$ cat src/logic/sfr_pkg.sv
/*
 Package for the sector buffer read side: register offsets, field widths,
 reset values, CRC constants and transfer states.
 Assumes one core clock and byte-wide register reads by the microcontroller.
*/
package sfr_pkg;

    // ------------------------------------------------------------
    // Widths
    // ------------------------------------------------------------
    localparam int INDEX_WIDTH   = 14;
    localparam int HIGH_WIDTH    = 6;
    localparam int TALLY_WIDTH   = 4;
    localparam int WORD_WIDTH    = 16;
    localparam int ADDR_WIDTH    = 16;
    localparam int FIFO_DEPTH    = 32;

    // ------------------------------------------------------------
    // Register offsets
    // ------------------------------------------------------------
    localparam logic [15:0] READ_INDEX_LOW_OFFSET            = 16'hF0EF;
    localparam logic [15:0] READ_INDEX_HIGH_OFFSET           = 16'hF0F0;
    localparam logic [15:0] CONFIRMED_READ_INDEX_LOW_OFFSET  = 16'hF0F1;
    localparam logic [15:0] CONFIRMED_READ_INDEX_HIGH_OFFSET = 16'hF0F2;
    localparam logic [15:0] UDMA_EXTRA_WORD_TALLY_OFFSET     = 16'hF0F9;

    // ------------------------------------------------------------
    // Reset values and limits
    // ------------------------------------------------------------
    localparam logic [13:0] INDEX_RESET   = 14'h0000;
    localparam logic [13:0] INDEX_STEP    = 14'h0001;
    localparam logic [3:0]  TALLY_RESET   = 4'h0;
    localparam logic [3:0]  TALLY_LIMIT   = 4'hF;
    localparam logic [3:0]  TALLY_STEP    = 4'h1;
    localparam logic [7:0]  READ_DATA_RESET = 8'h00;
    localparam logic [15:0] CRC_SEED      = 16'h4ABA;
    localparam logic [15:0] CRC_POLY      = 16'h1021;
    localparam logic [1:0]  SYNC_RESET    = 2'h0;

    // ------------------------------------------------------------
    // Receive states
    // ------------------------------------------------------------
    typedef enum logic [2:0] {
        SFR_IDLE   = 3'h1,
        SFR_XFER   = 3'h2,
        SFR_PAUSED = 3'h4
    } sfr_rx_state_type;

endpackage

$ cat src/logic/sfr_read_rewind.sv
/*
 Read side of the sector buffer: current and confirmed read indices with
 rewind, the receive path of a UDMA read through a word FIFO, the extra
 word tally, the overrun flag and the running CRC.
 Assumes the buffer manager, the transfer engine and the microcontroller
 register strobes all run on clk_in; only resetn_in is asynchronous.
*/
module sfr_read_rewind
    import sfr_pkg::*;
(
    input  wire logic                          clk_in,
    input  wire logic                          resetn_in,
    // Register reads
    input  wire logic [sfr_pkg::ADDR_WIDTH-1:0] reg_addr_in,
    input  wire logic                          reg_read_in,
    output logic      [7:0]                    reg_read_data_out,
    // Control strobes from drive_port_config_one
    input  wire logic                          launch_transfer_bit_in,
    input  wire logic                          soft_reset_bit_in,
    // Buffer manager side
    input  wire logic                          usb_fetch_in,
    input  wire logic                          usb_ack_in,
    input  wire logic                          usb_ack_timeout_in,
    input  wire logic                          usb_resend_in,
    // Drive side fetches
    input  wire logic                          ata_fetch_in,
    output logic      [sfr_pkg::INDEX_WIDTH-1:0] fifo_read_index_out,
    output logic      [sfr_pkg::INDEX_WIDTH-1:0] confirmed_read_index_out,
    // UDMA read receive path
    input  wire logic                          udma_start_in,
    input  wire logic                          udma_expected_done_in,
    input  wire logic                          udma_end_in,
    input  wire logic                          udma_word_valid_in,
    output logic                               udma_word_ready_out,
    input  wire logic [sfr_pkg::WORD_WIDTH-1:0] udma_word_in,
    output logic                               sector_word_valid_out,
    input  wire logic                          sector_word_ready_in,
    output logic      [sfr_pkg::WORD_WIDTH-1:0] sector_word_out,
    output logic                               udma_overrun_flag_out,
    output logic      [sfr_pkg::TALLY_WIDTH-1:0] extra_word_tally_out,
    output logic      [sfr_pkg::WORD_WIDTH-1:0] udma_crc_out
);
    import sfr_pkg::*;

    // ------------------------------------------------------------
    // Helpers
    // ------------------------------------------------------------
    function automatic logic [INDEX_WIDTH-1:0] step_index(
        input logic [INDEX_WIDTH-1:0] value
    );
        step_index = value + INDEX_STEP;
    endfunction

    function automatic logic [7:0] high_byte(
        input logic [INDEX_WIDTH-1:0] value
    );
        high_byte = {2'h0, value[INDEX_WIDTH-1:8]};
    endfunction

    function automatic logic [WORD_WIDTH-1:0] crc_word(
        input logic [WORD_WIDTH-1:0] crc,
        input logic [WORD_WIDTH-1:0] data
    );
        logic [WORD_WIDTH-1:0] acc;
        logic                  fb;
        acc = crc;
        for (int i = WORD_WIDTH - 1; i >= 0; i--) begin
            fb  = acc[WORD_WIDTH-1] ^ data[i];
            acc = {acc[WORD_WIDTH-2:0], 1'b0};
            if (fb) begin
                acc = acc ^ CRC_POLY;
            end
        end
        crc_word = acc;
    endfunction

    // ------------------------------------------------------------
    // Reset synchroniser
    // ------------------------------------------------------------
    logic [1:0] reset_sync;
    logic       resetn;

    always_ff @(posedge clk_in or negedge resetn_in) begin
        if (!resetn_in) begin
            reset_sync <= SYNC_RESET;
        end else begin
            reset_sync <= {reset_sync[0], 1'b1};
        end
    end

    assign resetn = reset_sync[1];

    // ------------------------------------------------------------
    // Read index and confirmed backup
    // ------------------------------------------------------------
    logic [INDEX_WIDTH-1:0] fifo_read_index;
    logic [INDEX_WIDTH-1:0] confirmed_read_index;
    logic [INDEX_WIDTH-1:0] next_fifo_read_index;
    logic [INDEX_WIDTH-1:0] next_confirmed_read_index;
    logic                   rewind;

    // Rewind only ever serves the buffer manager
    assign rewind = usb_ack_timeout_in || usb_resend_in;

    always_comb begin
        next_fifo_read_index      = fifo_read_index;
        next_confirmed_read_index = confirmed_read_index;
        if (ata_fetch_in) begin
            // Drive fetch commits at once, so a later rewind cannot undo it
            next_fifo_read_index      = step_index(fifo_read_index);
            next_confirmed_read_index = step_index(fifo_read_index);
        end else if (rewind) begin
            next_fifo_read_index = confirmed_read_index;
        end else begin
            if (usb_fetch_in) begin
                next_fifo_read_index = step_index(fifo_read_index);
            end
            if (usb_ack_in) begin
                next_confirmed_read_index = next_fifo_read_index;
            end
        end
    end

    always_ff @(posedge clk_in or negedge resetn) begin
        if (!resetn) begin
            fifo_read_index      <= INDEX_RESET;
            confirmed_read_index <= INDEX_RESET;
        end else begin
            fifo_read_index      <= next_fifo_read_index;
            confirmed_read_index <= next_confirmed_read_index;
        end
    end

    assign fifo_read_index_out      = fifo_read_index;
    assign confirmed_read_index_out = confirmed_read_index;

    // ------------------------------------------------------------
    // UDMA receive state
    // ------------------------------------------------------------
    sfr_rx_state_type rx_state;
    sfr_rx_state_type next_rx_state;
    logic             clear_tally;
    logic             word_taken;
    logic             word_extra;
    logic             fifo_ready;

    assign clear_tally = launch_transfer_bit_in || soft_reset_bit_in;

    always_comb begin
        next_rx_state = rx_state;
        case (rx_state)
            SFR_IDLE: begin
                if (udma_start_in) begin
                    next_rx_state = SFR_XFER;
                end
            end
            SFR_XFER: begin
                if (udma_end_in) begin
                    next_rx_state = SFR_IDLE;
                end else if (udma_expected_done_in) begin
                    next_rx_state = SFR_PAUSED;
                end
            end
            SFR_PAUSED: begin
                if (udma_end_in) begin
                    next_rx_state = SFR_IDLE;
                end
            end
            default: begin
                next_rx_state = SFR_IDLE;
            end
        endcase
    end

    always_ff @(posedge clk_in or negedge resetn) begin
        if (!resetn) begin
            rx_state <= SFR_IDLE;
        end else if (soft_reset_bit_in) begin
            rx_state <= SFR_IDLE;
        end else begin
            rx_state <= next_rx_state;
        end
    end

    // Extra words are always accepted so the drive can finish its burst
    assign udma_word_ready_out = (rx_state == SFR_PAUSED) ? 1'b1 : fifo_ready;
    assign word_taken = udma_word_valid_in && udma_word_ready_out
                        && (rx_state != SFR_IDLE);
    assign word_extra = word_taken && (rx_state == SFR_PAUSED);

    // ------------------------------------------------------------
    // Receive buffer
    // ------------------------------------------------------------
    sfr_fifo #(
        .WIDTH (WORD_WIDTH),
        .DEPTH (FIFO_DEPTH)
    ) u_rx_fifo (
        .clk_in         (clk_in),
        .resetn_in      (resetn),
        .push_valid_in  (udma_word_valid_in && (rx_state == SFR_XFER)),
        .push_ready_out (fifo_ready),
        .push_data_in   (udma_word_in),
        .pop_valid_out  (sector_word_valid_out),
        .pop_ready_in   (sector_word_ready_in),
        .pop_data_out   (sector_word_out)
    );

    // ------------------------------------------------------------
    // Extra word tally
    // ------------------------------------------------------------
    logic [TALLY_WIDTH-1:0] extra_word_tally;

    always_ff @(posedge clk_in or negedge resetn) begin
        if (!resetn) begin
            extra_word_tally <= TALLY_RESET;
        end else if (clear_tally) begin
            extra_word_tally <= TALLY_RESET;
        end else if (word_extra && extra_word_tally != TALLY_LIMIT) begin
            extra_word_tally <= extra_word_tally + TALLY_STEP;
        end
    end

    assign extra_word_tally_out = extra_word_tally;

    // ------------------------------------------------------------
    // Overrun flag
    // ------------------------------------------------------------
    logic udma_overrun_flag;

    always_ff @(posedge clk_in or negedge resetn) begin
        if (!resetn) begin
            udma_overrun_flag <= 1'b0;
        end else if (word_extra) begin
            udma_overrun_flag <= 1'b1;
        end else if (clear_tally) begin
            udma_overrun_flag <= 1'b0;
        end
    end

    assign udma_overrun_flag_out = udma_overrun_flag;

    // ------------------------------------------------------------
    // Running CRC over every received word
    // ------------------------------------------------------------
    logic [WORD_WIDTH-1:0] udma_crc;

    always_ff @(posedge clk_in or negedge resetn) begin
        if (!resetn) begin
            udma_crc <= CRC_SEED;
        end else if (udma_start_in && rx_state == SFR_IDLE) begin
            udma_crc <= CRC_SEED;
        end else if (word_taken) begin
            udma_crc <= crc_word(udma_crc, udma_word_in);
        end
    end

    assign udma_crc_out = udma_crc;

    // ------------------------------------------------------------
    // Register read port
    // ------------------------------------------------------------
    logic [7:0] reg_read_data;
    logic [7:0] next_reg_read_data;

    always_comb begin
        case (reg_addr_in)
            READ_INDEX_LOW_OFFSET: begin
                next_reg_read_data = fifo_read_index[7:0];
            end
            READ_INDEX_HIGH_OFFSET: begin
                next_reg_read_data = high_byte(fifo_read_index);
            end
            CONFIRMED_READ_INDEX_LOW_OFFSET: begin
                next_reg_read_data = confirmed_read_index[7:0];
            end
            CONFIRMED_READ_INDEX_HIGH_OFFSET: begin
                next_reg_read_data = high_byte(confirmed_read_index);
            end
            UDMA_EXTRA_WORD_TALLY_OFFSET: begin
                next_reg_read_data = {4'h0, extra_word_tally};
            end
            default: begin
                next_reg_read_data = READ_DATA_RESET;
            end
        endcase
    end

    always_ff @(posedge clk_in or negedge resetn) begin
        if (!resetn) begin
            reg_read_data <= READ_DATA_RESET;
        end else if (reg_read_in) begin
            reg_read_data <= next_reg_read_data;
        end
    end

    assign reg_read_data_out = reg_read_data;

endmodule // sfr_read_rewind

$ cat src/logic/sfr_fifo.sv
/*
 Word FIFO with parameters for width and depth, valid and ready on both sides.
 Assumes one clock and an active-low asynchronous reset already synchronised.
*/
module sfr_fifo #(
    parameter int WIDTH = 16,
    parameter int DEPTH = 32
) (
    input  wire logic             clk_in,
    input  wire logic             resetn_in,
    input  wire logic             push_valid_in,
    output logic                  push_ready_out,
    input  wire logic [WIDTH-1:0] push_data_in,
    output logic                  pop_valid_out,
    input  wire logic             pop_ready_in,
    output logic      [WIDTH-1:0] pop_data_out
);
    localparam int PW = $clog2(DEPTH);

    logic [WIDTH-1:0] store [DEPTH];
    logic [PW-1:0]    write_slot;
    logic [PW-1:0]    read_slot;
    logic [PW:0]      fill;
    logic             do_push;
    logic             do_pop;

    assign push_ready_out = (fill != (PW+1)'(DEPTH));
    assign pop_valid_out  = (fill != '0);
    assign do_push        = push_valid_in && push_ready_out;
    assign do_pop         = pop_valid_out && pop_ready_in;
    assign pop_data_out   = store[read_slot];

    // ------------------------------------------------------------
    // Storage
    // ------------------------------------------------------------
    always_ff @(posedge clk_in) begin
        if (do_push) begin
            store[write_slot] <= push_data_in;
        end
    end

    // ------------------------------------------------------------
    // Pointers and fill level
    // ------------------------------------------------------------
    always_ff @(posedge clk_in or negedge resetn_in) begin
        if (!resetn_in) begin
            write_slot <= '0;
            read_slot  <= '0;
            fill       <= '0;
        end else begin
            if (do_push) begin
                write_slot <= write_slot + 1'b1;
            end
            if (do_pop) begin
                read_slot <= read_slot + 1'b1;
            end
            if (do_push && !do_pop) begin
                fill <= fill + 1'b1;
            end else if (do_pop && !do_push) begin
                fill <= fill - 1'b1;
            end
        end
    end

endmodule // sfr_fifo

$ cat config.mk
export PLATFORM = sky130hd
export DESIGN_NAME = sfr_read_rewind
export DESIGN_NICKNAME = d
export VERILOG_FILES = /design/src/logic/sfr_pkg.sv /design/src/logic/sfr_read_rewind.sv /design/src/logic/sfr_fifo.sv
export SDC_FILE = /design/constraint.sdc
export NUM_CORES = 1
export LEC_CHECK = 0
export BUFFER_PORTS_ARGS = -buffer_cell sky130_fd_sc_hd__buf_2
export CAP_MARGIN = 10
export CORE_ASPECT_RATIO = 1.1
export CORE_MARGIN = 2
export CORE_UTILIZATION = 40
export CTS_CLUSTER_SIZE = 30
export DETAILED_ROUTE_END_ITERATION = 10
export SLEW_MARGIN = 30
export SYNTH_ARGS = -nofsm -noshare
export SYNTH_HDL_FRONTEND = slang
export SYNTH_HIERARCHICAL = 1
export SYNTH_SLANG_ARGS = --single-unit
$ cat constraint.sdc
create_clock -name clk_in -period 2.6 [get_ports clk_in]
set_input_delay 0.52 -clock clk_in [delete_from_list [all_inputs] [get_ports clk_in]]
set_output_delay 0.52 -clock clk_in [all_outputs]
set_load 0.02 [all_outputs]
Word level (Yosys, flattened, before mapping)
Memories as Yosys holds them, arrays and structs flattened.
Cells that the tools add are included.
W data, S select, Z words.

storage, ports and cells
  register bits = 78
  RAM bits = 512
  output and inout port bits = 75
  word-level logic and storage cells = 157
  memories = 1

memories
  name             words  bits a word  read ports  clocked after memory_dff  write ports  RTL line        text
  u_rx_fifo.store  32     16           1           0                         1            sfr_fifo.sv:20  logic [WIDTH-1:0] store [DEPTH];

cells by class
  add/sub/neg operators = 6
  eq/ne operators = 15
  mux-type cells = 70
  bitwise logic cells = 32
  reduce and logical (&&, ||, !) cells = 22

operators with widths
  operator                 count
  $mux W16                 32
  $mux W13                 16
  $mux W14                 6
  $eq A16 B16 Y1 const B   5
  $not A3 Y3               16
  $pmux W8 S5              1
  $xor A1 B1 Y1            16
  $mux W3                  5
  $add A14 B1 Y14 const B  1
  $mux W6                  2
  $add A5 B1 Y5 const B    2
  $logic_and A1 B1 Y1      10
  $reduce_bool A2 Y1       5
  $pmux W3 S3              1
  $mux W4                  2
  $ne A4 B4 Y1 const B     2
  $add A6 B1 Y6 const B    1
  $ne A3 B3 Y1 const B     2
  $ne A6 B6 Y1 const B     1
  $reduce_bool A6 Y1       1
  $sub A6 B1 Y6 const B    1
  $mux W1                  5
  $add A4 B1 Y4 const B    1
  $eq A3 B1 Y1 const B     1
  8 further kinds          10

Longest topological paths before layout
  depth in word-level cells = 66
  mapped depth = 11
  mapped depth without buffers = 10

Hierarchy
Netlist, hierarchy kept.

modules (own cells, without submodules)
  module           instances  cells each  area an instance (sq um)
  sfr_fifo         1          977         20515.9
  sfr_read_rewind  1          415         3903.7

Worst setup path after synthesis
No wires, ideal clock.

  path kind = reg2reg
  start point = register u_rx_fifo.fill[1]
  end point = register u_rx_fifo.fill[5]
  setup time = 86 ps
  arrival time = 2592 ps
  required time = 2514 ps
  path slack = -78 ps
  cell stages (with the launch flop) = 11
  buffers on the path = 1
  cells stage by stage = dfrtp_1 or4_4 o31a_1 buf_2 ha_1 inv_1 ha_1 a211oi_1 a21oi_1 o21a_1 nor3_1

on the way
  word-level cells in the longest chain between the ends = 5
  elaborated cells between the ends (all ways) = 13
  those cells by class = add/sub (2); eq/ne (1); mux (2); reduce/logical (8)

ends and longest elaborated chain
  element                       RTL line        text
  from (decl)                   sfr_fifo.sv:23  logic [PW:0] fill;
  from (signal assigned)        sfr_fifo.sv:58  fill <= fill + 1'b1;
  from (signal assigned)        sfr_fifo.sv:60  fill <= fill - 1'b1;
  $ne A6 B6 Y1 *                sfr_fifo.sv:27  assign push_ready_out = (fill != (PW+1)'(DEPTH));
  $logic_and A1 B1 Y1 *         sfr_fifo.sv:29  assign do_push = push_valid_in && push_ready_out;
  named net u_rx_fifo.do_push   sfr_fifo.sv:24  logic do_push;
  $logic_not A1 Y1              sfr_fifo.sv:59  end else if (do_pop && !do_push) begin
  $logic_and A1 B1 Y1           sfr_fifo.sv:59
  $reduce_bool A2 Y1 (no line)  -

The timed path passes the listed nets; every way through them passes the cells marked *. The select of a mux whose other input is x is not followed.
A chain may end at the register's enable or synchronous reset.

Worst setup path after layout
  start point = register u_rx_fifo.read_slot[0]
  end point = output port sector_word_out[3] in the netlist's numbering

on the way
  word-level cells in the longest chain between the ends = 1

ends and longest elaborated chain
  element                 RTL line               text
  from (decl)             sfr_fifo.sv:22         logic [PW-1:0] read_slot;
  from (signal assigned)  sfr_fifo.sv:55         read_slot <= read_slot + 1'b1;
  $mem_v2 Z32 W16         -
  to (decl)               sfr_read_rewind.sv:38  output logic [sfr_pkg::WORD_WIDTH-1:0] sector_word_out,

No other way between the ends.

==> impl_metrics.prom <==
# TYPE chip_impl_metric gauge
chip_impl_info{name="result_of_the_run",value="finished, violations left"} 1
chip_impl_info{name="violations_in_the_final_reports",value="setup timing"} 1
chip_impl_metric{name="final_antenna_net_count",unit=""} 0
chip_impl_metric{name="async_flop_share",unit="%"} 13.2
chip_impl_info{name="grt_setup_unrepaired",value="true"} 1
chip_impl_info{name="library_cell_used_as_clock_root_buffer",value="clkbuf_16"} 1
chip_impl_metric{name="clock_path_buffers",unit=""} 3
chip_impl_metric{name="required",unit="ps"} 2080
chip_impl_metric{name="leakage",unit="nW"} 10.2
chip_impl_metric{name="die_width",unit="um"} 240
chip_impl_info{name="synthTopCellsByArea",value="edfxtp_1, mux4_2, dfrtp_1, mux2i_1, xnor2_1"} 1
chip_impl_metric{name="clock_skew",unit="ps"} 37.3
chip_impl_info{name="endpoint_kind",value="output pin"} 1
chip_impl_metric{name="grt_remaining_overflow",unit=""} 0
chip_impl_metric{name="register_area_share_after_synthesis",unit="%"} 71.0
chip_impl_info{name="timing.critical_path.slowest_stage_cell",value="mux4_2"} 1
chip_impl_info{name="yosys_most_used_dff",value="edfxtp_1"} 1
chip_impl_metric{name="viasPerCell",unit=""} 5.53
chip_impl_metric{name="wl_per_cell",unit="um"} 24.7
chip_impl_metric{name="row_cnt",unit=""} 95
chip_impl_metric{name="post_synthesis_average_cell_area",unit="sq um"} 17.5
chip_impl_metric{name="vdd_ir_max",unit="mV"} 0.551
chip_impl_info{name="r2r_start",value="u_rx_fifo/fill[1]$_DFFE_PN0P_"} 1
chip_impl_metric{name="critical_path.n_buffers_inverters",unit=""} 3
chip_impl_metric{name="syn_to_final_growth",unit="%"} 22.1
chip_impl_metric{name="antenna_found_initial",unit=""} 3
chip_impl_info{name="cp_cell_sequence",value="buf_12 > mux4_2 > a22o_4 > a211oi_2 > buf_4 > a21oi_1 > buf_2"} 1
chip_impl_metric{name="placed_cell_area",unit="sq mm"} 0.0271
chip_impl_metric{name="port-buffer-count",unit=""} 121
chip_impl_metric{name="timing.final.hold_violations",unit=""} 0
chip_impl_metric{name="slew_headroom",unit="%"} 55.7
chip_impl_metric{name="insertion_delay",unit="ps"} 650
chip_impl_metric{name="synth_largest_type_area_fraction",unit="%"} 63.0
chip_impl_metric{name="area_enclosed_by_the_die_boundary",unit="sq mm"} 0.0630
chip_impl_info{name="top_usage_layer",value="met2"} 1
chip_impl_metric{name="timing_limited_maximum_frequency",unit="GHz"} 0.305
chip_impl_metric{name="gr-usage-all-layers",unit="%"} 19.8
chip_impl_metric{name="grt_first_pass_wirelength",unit="mm"} 91.9
chip_impl_metric{name="cpPeakStageDelay",unit="ps"} 530
chip_impl_metric{name="grt_start_max_net_pins",unit=""} 53
chip_impl_metric{name="vias_in_the_first_global_route",unit=""} 14079
chip_impl_metric{name="initialDrtViolationCount",unit=""} 1131
chip_impl_metric{name="finalCritPeriodShare",unit="%"} 126
chip_impl_info{name="timing.critical_path.max_delay_family",value="compound AO/OA/AOI/OAI gates"} 1
chip_impl_metric{name="synth_enable_flop_cells",unit=""} 512
chip_impl_metric{name="layout-drive-gt1-share",unit="%"} 32.3
chip_impl_metric{name="gr-usage-met3",unit="%"} 3.58
chip_impl_info{name="cts_tree",value="done"} 1
chip_impl_metric{name="worst-path-stages",unit=""} 7
chip_impl_metric{name="synth_cell_type_count",unit=""} 65
chip_impl_metric{name="die_h",unit="um"} 263
chip_impl_info{name="holdCritPathClass",value="primary input to flop"} 1
chip_impl_metric{name="ys_seq_elements",unit=""} 590
chip_impl_info{name="timing.critical_path.to",value="sector_word_out[3]"} 1
chip_impl_metric{name="cts_buf_count",unit=""} 59
chip_impl_info{name="crit_start",value="u_rx_fifo/read_slot[0]$_DFFE_PN0P_"} 1
chip_impl_metric{name="crit_arrival",unit="ps"} 2750
chip_impl_metric{name="postLayoutSetupSlackWorst",unit="ps"} -674
chip_impl_metric{name="ys_warn_count",unit=""} 6
chip_impl_metric{name="fin_nets",unit=""} 1705
chip_impl_info{name="timing.critical_path.from_type",value="flop"} 1
chip_impl_metric{name="actual_transition_at_the_worst_max_transition_pin",unit="ps"} 660
chip_impl_metric{name="post_synth_inst_count",unit=""} 1392
chip_impl_metric{name="detailed_place_hpwl",unit="mm"} 39.5
chip_impl_metric{name="dr_total_vias",unit=""} 13914
chip_impl_metric{name="period_minus_slack",unit="ps"} 3270
chip_impl_metric{name="final-max-slew-violation-count",unit=""} 0
chip_impl_metric{name="synthesis.nets",unit=""} 1453
chip_impl_metric{name="core_region_area",unit="sq mm"} 0.0607
chip_impl_metric{name="finalSetupViolCount",unit=""} 19
chip_impl_metric{name="boundaryPins",unit=""} 122
chip_impl_metric{name="drv.max_cap_violation_count",unit=""} 0
chip_impl_metric{name="gpl.final_weighted_congestion",unit=""} 0.826
chip_impl_metric{name="global_route.usage.met1",unit="%"} 27.2
chip_impl_metric{name="floorplan.initialDensity",unit="%"} 40.2
chip_impl_metric{name="r2r_setup_slack",unit="ps"} -70
chip_impl_info{name="r2r_end",value="u_rx_fifo/fill[5]$_DFFE_PN0P_"} 1
chip_impl_metric{name="cts.sink_count",unit=""} 590
chip_impl_metric{name="p_per_area",unit="mW/mm^2"} 1070
chip_impl_metric{name="grtUsageMet2",unit="%"} 32.3
chip_impl_metric{name="clk_transition_reported_paths",unit="ps"} 60
chip_impl_info{name="crit_type",value="flop to output pin"} 1
chip_impl_metric{name="number_of_detailed_routing_iterations_run_before_antenna_repair",unit=""} 5
chip_impl_metric{name="fillCellCount",unit=""} 5052
chip_impl_metric{name="post-route-drc-count",unit=""} 0
chip_impl_info{name="synth_area_leader_cell",value="edfxtp_1"} 1
chip_impl_metric{name="syn_area",unit="sq mm"} 0.0244
chip_impl_metric{name="drt-total-wl",unit="mm"} 62.1
chip_impl_metric{name="post-route-cell-area",unit="sq mm"} 0.0298
chip_impl_metric{name="rr_worst_depth",unit=""} 10
chip_impl_metric{name="crit_fanout",unit=""} 12
chip_impl_metric{name="post-place-ws",unit="ps"} -224
chip_impl_metric{name="htreeDepth",unit=""} 2
==> cells in the mapped netlist, types with 9 or more instances <==
| library cell | instances |
|---|---|
| ha_1 | 13 |
| dfrtp_1 | 69 |
| inv_1 | 20 |
| nand3_1 | 17 |
| xor2_1 | 19 |
| o22ai_1 | 43 |
| clkbuf_1 | 54 |
| a22oi_1 | 37 |
| o21ai_0 | 30 |
| a21oi_1 | 40 |
| dfstp_2 | 9 |
| nor3_1 | 12 |
| buf_4 | 10 |
| a211oi_1 | 33 |
| xnor2_1 | 42 |
| edfxtp_1 | 512 |
| mux4_2 | 90 |
| a22o_1 | 15 |
| nor2_1 | 61 |
| o221ai_1 | 16 |
| mux2i_1 | 69 |
| or3_1 | 10 |
| nand2_1 | 38 |
| a31oi_1 | 11 |
==> stage by stage <==
step	hold slack, ps	util [%]	total power [mW]	instances	setup TNS [ps]
finish	102	49.1	31.8	2518	-10080
global route	85.9	49.1	33.2	2517	-11860
CTS	61.2	48.6	31.6	2506	-11080
detailed placement	270	44.6	22.2	2385	-1950
global placement	269	44.6	22.1	2385	-1520
floorplan	224	-	18.5	1392	0
==> worst min-delay path by stage <==
stage,from,end,slack [ps],cells past startpoint
2_1_floorplan,resetn_in,reset_sync[0]$_DFF_PN0_,220,0
3_3_place_gp,reset_sync[1]$_DFF_PN0_,extra_word_tally_out[0]$_DFFE_PN0P_,270,0
3_5_place_dp,reset_sync[1]$_DFF_PN0_,extra_word_tally_out[2]$_DFFE_PN0P_,270,0
4_1_cts,udma_end_in,rx_state[2]$_DFFE_PN0P_,60,2
5_1_grt,udma_end_in,rx_state[2]$_DFFE_PN0P_,90,2
6_report,udma_end_in,rx_state[2]$_DFFE_PN0P_,100,2
==> layout make-up <==
| type | count | area (sq um) | share of cell area [%] |
|---|---|---|---|
| repair buffers | 273 | 2480 | 8.31 |
| multi-input cells | 700 | 6930 | 23.3 |
| clock buffers | 70 | 1540 | 5.16 |
| flip-flops and latches | 590 | 17300 | 58.2 |
| well taps | 824 | 1030 | 3.46 |
| clock inverters | 39 | 390 | 1.31 |
| inverters | 20 | 82.6 | 0.277 |
| diodes | 2 | 5.00 | 0.0168 |
==> kinds of logic (layout without fill, tap and decap cells) <==
kind of cell | Yosys count | after routing | synth area share (%)
flip-flops | 590 | 590 | 71.0
AO/OA/AOI/OAI | 257 | 257 | 7.15
AND/OR/NAND/NOR | 187 | 187 | 3.78
multiplexers | 168 | 168 | 12.0
buffers and inverters | 102 | 402 | 2.04
XOR/XNOR | 73 | 73 | 3.23
adder cells (fa/ha/maj) | 14 | 14 | 0.748
other | 1 | 3 | 0.0154
==> sequential cells by signal (all words and copies together) (netlist names) <==
register	count
udma_crc_out	16
reg_read_data_out	8
confirmed_read_index_out	14
udma_overrun_flag_out	1
u_rx_fifo/fill	6
rx_state	3
extra_word_tally_out	4
u_rx_fifo/read_slot	5
u_rx_fifo/store	512
reset_sync	2
u_rx_fifo/write_slot	5
fifo_read_index_out	14
==> cell usage in the layout, fill, tap and decap left out, drive strengths merged, types with 5 or more instances in the layout <==
master / netlist / layout
edfxtp: 512 / 512
o21ai: 30 / 30
a211oi: 33 / 33
a22o: 15 / 15
nand3: 17 / 17
xnor2: 46 / 46
nor3: 12 / 12
a31oi: 11 / 11
a21oi: 40 / 40
o22ai: 43 / 43
o32ai: 6 / 6
and3: 8 / 8
nand2b: 8 / 8
a22oi: 37 / 37
nand3b: 6 / 6
dfrtp: 69 / 69
ha: 13 / 13
xor2: 20 / 20
buf: 28 / 269
mux4: 98 / 98
clkinv: 0 / 30
mux2i: 69 / 69
nor2: 61 / 61
xnor3: 6 / 6
or3: 10 / 10
dfstp: 9 / 9
nand2: 39 / 39
clkbuf: 54 / 71
o31ai: 7 / 7
bufinv: 0 / 5
nand4: 6 / 6
inv: 20 / 21
nor2b: 6 / 6
o221ai: 16 / 16
==> what timing repair did <==
item                       in CTS  in global routing
setup buffers                   7                 10
resized for setup              72                 44
setup endpoints to repair      20                378
cloned                          4                  1
hold buffers                    1                  0
hold endpoints to repair        2                  0
pin swaps                      13                 17
==> power breakdown <==
group	internal (mW)	leakage, nW	total, mW	switching, mW
clock	4.74	0.931	8.39	3.64
combinational	5.76	3.78	11.9	6.17
sequential	10.8	5.51	11.5	0.701
==> metal layers <==
layer  vias up  routed length (um)
li1       6115                   -
met1      7228               26300
met2       487               30400
met3        82                4200
met4         2                1190
met5         -                  13
Note: power is estimated with default switching activity, not from simulation.
